$ cat config.mk
export PLATFORM = sky130hd
export DESIGN_NAME = smp_framer
export DESIGN_NICKNAME = d
export VERILOG_FILES = /design/src/hdl/smp_pkg.sv /design/src/hdl/smp_geometry.sv /design/src/hdl/smp_framer.sv
export SDC_FILE = /design/constraint.sdc
export NUM_CORES = 1
export LEC_CHECK = 0
export BUFFER_PORTS_ARGS = -buffer_cell sky130_fd_sc_hd__buf_4
export CAP_MARGIN = 20
export CORE_ASPECT_RATIO = 0.75
export CORE_UTILIZATION = 55
export CTS_CLUSTER_SIZE = 12
export DETAILED_ROUTE_END_ITERATION = 6
export PLACE_DENSITY_LB_ADDON = 0.05
export SLEW_MARGIN = 25
export SYNTH_ARGS = -nofsm -noshare
export SYNTH_HDL_FRONTEND = slang
export SYNTH_HIERARCHICAL = 1
export SYNTH_SLANG_ARGS = --single-unit
$ cat constraint.sdc
create_clock -name clk -period 5.6 [get_ports clk]
set_input_delay 1.12 -clock clk [delete_from_list [all_inputs] [get_ports clk]]
set_output_delay 1.12 -clock clk [all_outputs]
set_load 0.03 [all_outputs]
$ cat src/hdl/smp_pkg.sv
package smp_pkg;
  // lane packing codes
  localparam logic [1:0] PACK_TWO = 2'h0;
  localparam logic [1:0] PACK_FOUR = 2'h1;
  localparam logic [1:0] PACK_EIGHT = 2'h2;
  // resolution codes
  localparam logic [1:0] RES_12 = 2'h0;
  localparam logic [1:0] RES_14 = 2'h1;
  localparam logic [1:0] RES_16 = 2'h2;
  // minimum multiframe octets
  localparam int MIN_MF_OCTETS = 17;
  // register offsets
  localparam logic [3:0] ADDR_CFG = 4'h0;
  localparam logic [3:0] ADDR_BOOST = 4'h1;
  localparam logic [3:0] ADDR_INIT = 4'h2;
  localparam logic [3:0] ADDR_LINK = 4'h3;
  localparam logic [3:0] ADDR_COUNT = 4'h4;
  // reset values
  localparam logic [1:0] RST_PACK = PACK_FOUR;
  localparam logic [1:0] RST_RES = RES_12;
  localparam logic [3:0] RST_BOOST = 4'h0;
  localparam logic [4:0] RST_INIT = 5'h00;
  // cfg field positions
  localparam int CFG_RES_LSB = 0;
  localparam int CFG_PACK_LSB = 2;
  localparam int CFG_FORCE_BIT = 4;

  typedef struct packed {
    logic [4:0] frame_octets;
    logic [2:0] mf_frames;
    logic [5:0] mf_octets;
    logic [4:0] k_field;
  } smp_link_t;

  typedef struct packed {
    logic [1:0] pack;
    logic [1:0] res;
    logic force_en;
  } smp_cfg_t;
endpackage

$ cat src/hdl/smp_geometry.sv
`timescale 1ns/1ps
module smp_geometry (
  input wire logic [1:0] pack,  // converters per lane code
  input wire logic [1:0] res,  // resolution code
  output smp_pkg::smp_link_t link  // derived link geometry
);
  // frame and multiframe sizes per packing and resolution
  always_comb begin
    link = '0;
    unique case (pack)
      smp_pkg::PACK_TWO: link.frame_octets = (res == smp_pkg::RES_12) ? 5'h03 : 5'h04;
      smp_pkg::PACK_EIGHT: begin
        link.frame_octets = (res == smp_pkg::RES_12) ? 5'h0c :
                            (res == smp_pkg::RES_14) ? 5'h0e : 5'h10;
      end
      default: begin
        link.frame_octets = (res == smp_pkg::RES_12) ? 5'h06 :
                            (res == smp_pkg::RES_14) ? 5'h07 : 5'h08;
      end
    endcase
    // table meets ceil of seventeen over frame octets
    unique case (pack)
      smp_pkg::PACK_TWO: link.mf_frames = (res == smp_pkg::RES_12) ? 3'h6 : 3'h5;
      smp_pkg::PACK_EIGHT: link.mf_frames = 3'h2;
      default: link.mf_frames = 3'h3;
    endcase
    link.mf_octets = {1'b0, link.frame_octets} * {3'h0, link.mf_frames};
    link.k_field = 5'(link.mf_frames - 3'h1);
  end
endmodule

$ cat src/hdl/smp_framer.sv
// Chosen here: the register addresses and the address-and-strobe port.
`timescale 1ns/1ps
// Behaviour
// - multiframe frames at least ceil(17 / octets per frame).
// - multiframe length sets local multiframe clock period, one cycle each.
// - frame octets from resolution and converters per lane.
// - multiframe frames from resolution and converters per lane.
// - converters per lane come from a lane-packing control.
// - five-bit k field carries multiframe frames minus one.
// - reset gives four per lane, 12 bit, multiframe three frames.
// - boost drive current only on bits differing from previous bit.
// - boost chosen from 16 settings of 0.25 mA steps.
// - sync events reload counter with zero or forced init value.
module smp_framer (
  input wire logic clk,  // device clock
  input wire logic rst,  // async reset, high
  input wire logic ce,  // clock enable
  input wire logic [3:0] addr,  // register address
  input wire logic [7:0] wdata,  // write data
  input wire logic wr,  // write strobe
  input wire logic rd,  // read strobe
  output logic [7:0] rdata,  // read data
  input wire logic sync_n_pin,  // sync from receiver, low active
  input wire logic sysref_pin,  // sysref pin
  input wire logic tx_bit,  // next serial bit
  input wire logic octet_strobe,  // one pulse per octet
  output logic serial_lane_out,  // serial bit out
  output logic [3:0] drive_boost,  // boost steps on this bit
  output logic boost_active,  // bit differs from previous bit
  output logic lmfc,  // local multiframe clock
  output logic mf_last_octet,  // last octet of multiframe
  output logic [4:0] k_field  // link config k field
);
  // state groups, each frozen while ce is low so a paused link resumes
  // exactly where it stopped:
  // - register file: configuration, boost setting, counter init, read data
  // - pin synchronisers and edge history for the two sync sources
  // - multiframe position: octet in multiframe, frame index, octet in frame
  // - serial path: delayed bit, previous bit and boost decision
  // all outputs come from flops; the geometry is combinational but feeds
  // next-state logic only, never a port directly
  // register file state
  smp_pkg::smp_cfg_t cfg_q, cfg_d;
  logic [3:0] transition_boost_setting_q, transition_boost_setting_d;
  logic [4:0] multiframe_count_init_q, multiframe_count_init_d;
  logic [7:0] rdata_q, rdata_d;
  // synchroniser and edge history state
  logic [1:0] sync_sr_q, sync_sr_d;
  logic [1:0] sref_sr_q, sref_sr_d;
  logic sync_old_q, sync_old_d;
  logic sref_old_q, sref_old_d;
  // multiframe position
  logic [5:0] oct_q, oct_d;
  logic [4:0] frm_q, frm_d;
  logic [4:0] oct_in_frm_q, oct_in_frm_d;
  // multiframe clock and last-octet pulse
  logic lmfc_q, lmfc_d;
  logic last_q, last_d;
  // serial path
  logic prev_q, prev_d;
  logic ser_q, ser_d;
  logic [3:0] boost_q, boost_d;
  logic bact_q, bact_d;
  // link field
  logic [4:0] k_q, k_d;
  // event and geometry
  logic sync_evt;
  smp_pkg::smp_link_t link;
  logic force_multiframe_count_en;

  // forcing of the reload value comes straight from the config bit
  assign force_multiframe_count_en = cfg_q.force_en;

  // geometry from packing and resolution, recomputed every cycle
  // lane packing selects geometry
  smp_geometry u_geo (
    .pack(cfg_q.pack),
    .res(cfg_q.res),
    .link(link)
  );

  // register file next state
  // writes land on the edge that sees wr; a read answers in the next cycle
  // and the word drops back to zero after one cycle, so a master that
  // samples late sees zero rather than stale data
  // unmapped writes are dropped, unmapped reads return zero, and the link
  // and count registers are read only
  always_comb begin
    cfg_d = cfg_q;
    transition_boost_setting_d = transition_boost_setting_q;
    multiframe_count_init_d = multiframe_count_init_q;
    rdata_d = 8'h00;
    // writes
    if (wr) begin
      unique case (addr)
        smp_pkg::ADDR_CFG: begin
          cfg_d.res = wdata[smp_pkg::CFG_RES_LSB +: 2];
          cfg_d.pack = wdata[smp_pkg::CFG_PACK_LSB +: 2];
          cfg_d.force_en = wdata[smp_pkg::CFG_FORCE_BIT];
        end
        smp_pkg::ADDR_BOOST: begin
          transition_boost_setting_d = wdata[3:0];
        end
        smp_pkg::ADDR_INIT: begin
          multiframe_count_init_d = wdata[4:0];
        end
        default: ;
      endcase
    end
    // read data for the next cycle
    if (rd) begin
      unique case (addr)
        smp_pkg::ADDR_CFG: begin
          rdata_d = {3'h0, cfg_q.force_en, cfg_q.pack, cfg_q.res};
        end
        smp_pkg::ADDR_BOOST: begin
          rdata_d = {4'h0, transition_boost_setting_q};
        end
        smp_pkg::ADDR_INIT: begin
          rdata_d = {3'h0, multiframe_count_init_q};
        end
        smp_pkg::ADDR_LINK: begin
          rdata_d = {3'h0, k_q};
        end
        smp_pkg::ADDR_COUNT: begin
          rdata_d = {3'h0, frm_q};
        end
        default: begin
          rdata_d = 8'h00;
        end
      endcase
    end
  end

  // register flops; reset gives the default link of four converters per
  // lane at 12 bit with a three-frame multiframe and no boost
  // reset defaults
  always_ff @(posedge clk or posedge rst) begin
    if (rst) begin
      cfg_q <= '{pack: smp_pkg::RST_PACK, res: smp_pkg::RST_RES, force_en: 1'b0};
      transition_boost_setting_q <= smp_pkg::RST_BOOST;
      multiframe_count_init_q <= smp_pkg::RST_INIT;
      rdata_q <= 8'h00;
    end else if (ce) begin
      cfg_q <= cfg_d;
      transition_boost_setting_q <= transition_boost_setting_d;
      multiframe_count_init_q <= multiframe_count_init_d;
      rdata_q <= rdata_d;
    end
  end

  // read data straight from its flop
  assign rdata = rdata_q;

  // sync and sysref arrive from outside the clock domain, so each passes
  // two flops before anything reads it; the edge history flop then reads
  // only the second stage, never the first
  // the history flops reset to the idle level of their pin, so releasing
  // reset never fakes an edge: sync idles high, sysref idles low
  // pin synchronisers and event detect
  always_comb begin
    sync_sr_d = {sync_sr_q[0], sync_n_pin};
    sref_sr_d = {sref_sr_q[0], sysref_pin};
    sync_old_d = sync_sr_q[1];
    sref_old_d = sref_sr_q[1];
  end
  // a rising sync ends a resync request from the receiver;
  // a rising sysref is the periodic or one-shot alignment strobe
  // sync rising edge or sysref rising edge
  assign sync_evt = (sync_sr_q[1] & ~sync_old_q) | (sref_sr_q[1] & ~sref_old_q);

  // synchroniser and history flops, reset to the idle level of each pin
  always_ff @(posedge clk or posedge rst) begin
    if (rst) begin
      sync_sr_q <= 2'h3;
      sref_sr_q <= 2'h0;
      sync_old_q <= 1'b1;
      sref_old_q <= 1'b0;
    end else if (ce) begin
      sync_sr_q <= sync_sr_d;
      sref_sr_q <= sref_sr_d;
      sync_old_q <= sync_old_d;
      sref_old_q <= sref_old_d;
    end
  end

  // multiframe counter, counts frames and octets
  // position is kept three ways: octet index in the multiframe, frame
  // index and octet index in the frame; the octet index alone finds the
  // last octet, the frame index serves the count readback
  // a sync event wins over an octet strobe in the same cycle, because the
  // event defines where the multiframe starts
  // a forced init value beyond the last frame index would park the counter
  // outside the multiframe, so it falls back to zero
  // the geometry may change mid-multiframe; the octet index then runs on
  // until it wraps, so software should resync after a change
  always_comb begin
    // default: hold position, no last pulse, follow the geometry
    oct_d = oct_q;
    frm_d = frm_q;
    oct_in_frm_d = oct_in_frm_q;
    lmfc_d = lmfc_q;
    last_d = 1'b0;
    k_d = link.k_field;
    if (sync_evt) begin
      if (force_multiframe_count_en) begin
        frm_d = multiframe_count_init_q;
      end else begin
        frm_d = 5'h00;
      end
      if (frm_d > link.k_field) begin
        frm_d = 5'h00;
      end
      oct_in_frm_d = 5'h00;
      oct_d = 6'(frm_d * link.frame_octets);
      lmfc_d = 1'b1;
    end else if (octet_strobe) begin
      if (oct_q == 6'(link.mf_octets - 6'h01)) begin
        // wrap to the start of the next multiframe
        last_d = 1'b1;
        oct_d = 6'h00;
        frm_d = 5'h00;
        oct_in_frm_d = 5'h00;
      end else begin
        // step the octet and, at the end of a frame, the frame
        oct_d = 6'(oct_q + 6'h01);
        if (oct_in_frm_q == 5'(link.frame_octets - 5'h01)) begin
          oct_in_frm_d = 5'h00;
          frm_d = 5'(frm_q + 5'h01);
        end else begin
          oct_in_frm_d = 5'(oct_in_frm_q + 5'h01);
        end
      end
      // one clock cycle per multiframe, high in first half
      // the high half is rounded down for an odd octet count
      lmfc_d = (oct_d < {1'b0, link.mf_octets[5:1]});
    end
  end

  // multiframe position flops; the link field resets to three frames
  // minus one to match the reset geometry
  always_ff @(posedge clk or posedge rst) begin
    if (rst) begin
      oct_q <= 6'h00;
      frm_q <= 5'h00;
      oct_in_frm_q <= 5'h00;
      lmfc_q <= 1'b1;
      last_q <= 1'b0;
      k_q <= 5'h02;
    end else if (ce) begin
      oct_q <= oct_d;
      frm_q <= frm_d;
      oct_in_frm_q <= oct_in_frm_d;
      lmfc_q <= lmfc_d;
      last_q <= last_d;
      k_q <= k_d;
    end
  end

  // outputs straight from flops
  assign lmfc = lmfc_q;
  assign mf_last_octet = last_q;
  // the link field lags a config write by one clock
  // k field output
  assign k_field = k_q;

  // the serial path delays each bit by one clock and decides the boost for
  // that same bit, so boost and bit leave the block aligned
  // the previous bit is the one last sent, so a pause with ce low does not
  // turn the next bit into a false transition
  // boost steps are 0.25 mA each above the base drive; zero turns boost off
  // serial output with transition boost
  always_comb begin
    ser_d = tx_bit;
    prev_d = tx_bit;
    bact_d = (tx_bit != prev_q);
    // the boost value stays zero whenever the bit repeats
    boost_d = bact_d ? transition_boost_setting_q : 4'h0;
  end

  // serial path flops; the line idles low out of reset
  always_ff @(posedge clk or posedge rst) begin
    if (rst) begin
      ser_q <= 1'b0;
      prev_q <= 1'b0;
      bact_q <= 1'b0;
      boost_q <= 4'h0;
    end else if (ce) begin
      ser_q <= ser_d;
      prev_q <= prev_d;
      bact_q <= bact_d;
      boost_q <= boost_d;
    end
  end

  // driver controls
  assign serial_lane_out = ser_q;
  assign drive_boost = boost_q;
  assign boost_active = bact_q;
endmodule

==> metrics <==
status=finished, final reports clean; total internal power=0.001077 W; worst slew pin tran=863.6 ps; multi-input logic area=2467 um^2; CP Class=reg -> reg; number of post-CTS setup repair buffers=0; initial detailed-routing violation count=179; Core ar.=7027 um^2; CTS tree=done; cell total after placement=538; Crit path arrival time=5190 ps; dpl hpwl=6689 um; P per Cell Area=433.5 nW/um^2; Hold Buf Count CTS=0; Hold Path Depth=2; Layout area overhead=9.398%; Max VDD drop=190.5 uV; wire length per cell=16.53 um; Hold Crit Endpoint=sync_old_q$_DFFE_PP1P_; CP delay by family, top=adder cells; total power=0.001951 W; GPL Wtd Cong=0.8299; Residual DRC=0; Switch Pwr=0.0008738 W; Max Cap Viol=0; Clock Skew=8.509 ps; global-route wire length before repair=15,390 um; Rows=26; CP required=5800 ps; total track usage=24.96%; design area=4501 um^2; largest net degree at the start of global routing=55; origin of the critical flop-to-flop path=cfg_q[2]$_DFFE_PP0P_; Cell Area, Placed=4380 um^2; Starting Density=58.55%; via/cell ratio=5.837; slowest stage cell on the critical path=dfrtp_1; sum of negative setup slack=0 ps; routed wire length=9023 um; period utilisation layout=88.98%; min-delay worst type=reg -> reg; CP peak stage delay=680 ps; number of global-route vias before repair=3,096; via count=3,187; endpoints failing setup=0; synthesized cell area=4114 um^2; Clock Path Buffers=2; max frequency=200.7 MHz; input/output buffers=35; Worst slew margin=42.42%; most common cell after layout, fill and taps aside=dfrtp_1; initial antenna violation count=0; Leakage=2.065 nW; CP Cell Sequence=nor2_1 > o21ba_4 > ha_1 > nand4_1 > o21ai_0 > nand2_1 > a31oi_1 > buf_4 > and3_1 > fa_1 > fa_1 > fa_1 > ha_1 > a21oi_1 > xnor2_1 > nand2b_1 > mux2i_1 > o22a_1; clock power share=14.1%; H-tree lvl count=2; R2R depth=18; Filler cells=610; nets=502; RSZ-0062 raised after global routing=false; ANT cells=0; I/O pins=42; post-CTS resize count=0; min Tclk post-route=4983 ps; Detail Route Antenna Nets=0; register area=1359 um^2; die width=101.9 um; most frequent cells in the layout=dfrtp_1 (48), inv_1 (40), buf_4 (37); final slew viol count=0; Hold Vio Cnt, Final=0; sequential share of power=31.9%; Logic pwr share=54.0%; Hold Path Origin=sync_sr_q[1]$_DFFE_PP1P_; die area=7833 um^2; Switching Share=44.78%; syn avg cell area=9.657 um^2; post-route non-filler standard cell count=546; crit end category=register; die height=76.90 um; layout cell share with drive strength beyond 1=20.98%; post-synthesis instance total=426; Yosys warning count=6; CTS buffer count=5; Crit Path Max Fanout=20; cell mode on critical path=fa_1; hold slack final=504.6 ps; Stages on worst setup path=18; Clk pin slew, worst setup/hold paths=110 ps; root buffer cell=clkbuf_8; GRT overflow=0; Skew-Pair Late Insertion Delay=310 ps; WP buf/inv=1; Worst R2R Setup Slack=620 ps; worst r2r dst=oct_q[5]$_DFFE_PP0P_; drt pass-1 iters=4; CTS Sinks=54; Startpoint Class=register
[tightest hold or removal path: stages, from the launching register on]
cell and delay, ps:
dfstp_2 390, nand2_1 50, o21ai_0 70
[cell type report]
type	instances	share of cell area [%]
Inverter	42	3.503
Tap cell	98	2.724
Timing Repair Buffer	37	6.172
Clock inverter	3	1.056
Multi-Input combinational cell	307	54.82
Clock buffer	5	1.529
Sequential cell	54	30.19
[per-stage QoR]
step,setup WS [ps],utilization (%)
floorplan,778.7,-
detailed placement,684.4,62.34
global placement,781.5,62.34
finish,616.8,64.05
CTS,621.3,64.00
global route,247.4,64.05
[power by group through the flow]
stage	Sequential (W)	Clock, W	Combinational, W
after floorplan	0.000607	0	0.000838
after global placement	0.000624	0	0.00102
after detailed placement	0.000628	0	0.00104
after CTS	0.000620	0.000280	0.00106
after global routing	0.000638	0.000294	0.00118
final	0.000622	0.000276	0.00105
[layer usage]
metal | GRT usage [%] | part of all wire [%] | wire [um] | up-vias
met3 | 3.646 | 4.6 | 414 | 5
met2 | 37.43 | 44 | 3961 | 78
li1 | - | - | - | 1528
met4 | 3.429 | 0.43 | 39 | 0
met1 | 38.76 | 51 | 4608 | 1576
met5 | 0 | 0 | 0 | -
[registers in the layout, indices dropped and copies added, names as in the netlist, 2 cells and up]
name and flops:
oct_in_frm_q 5, rdata 5, cfg_q 4, sref_sr_q 2, drive_boost 4, frm_q 5, transition_boost_setting_q 4, k_field 5
oct_q 6, multiframe_count_init_q 5, sync_sr_q 2
[worst max-delay path by stage]
stage / from / to / slack, ps
2_1_floorplan: cfg_q[3]$_DFFE_PP1P_ / oct_q[5]$_DFFE_PP0P_ / 780
3_3_place_gp: cfg_q[3]$_DFFE_PP1P_ / oct_q[5]$_DFFE_PP0P_ / 780
3_5_place_dp: cfg_q[2]$_DFFE_PP0P_ / oct_q[5]$_DFFE_PP0P_ / 680
4_1_cts: cfg_q[2]$_DFFE_PP0P_ / oct_q[5]$_DFFE_PP0P_ / 620
5_1_grt: cfg_q[2]$_DFFE_PP0P_ / oct_q[5]$_DFFE_PP0P_ / 250
6_report: cfg_q[2]$_DFFE_PP0P_ / oct_q[5]$_DFFE_PP0P_ / 620
Power figures use the tool's default switching activity.
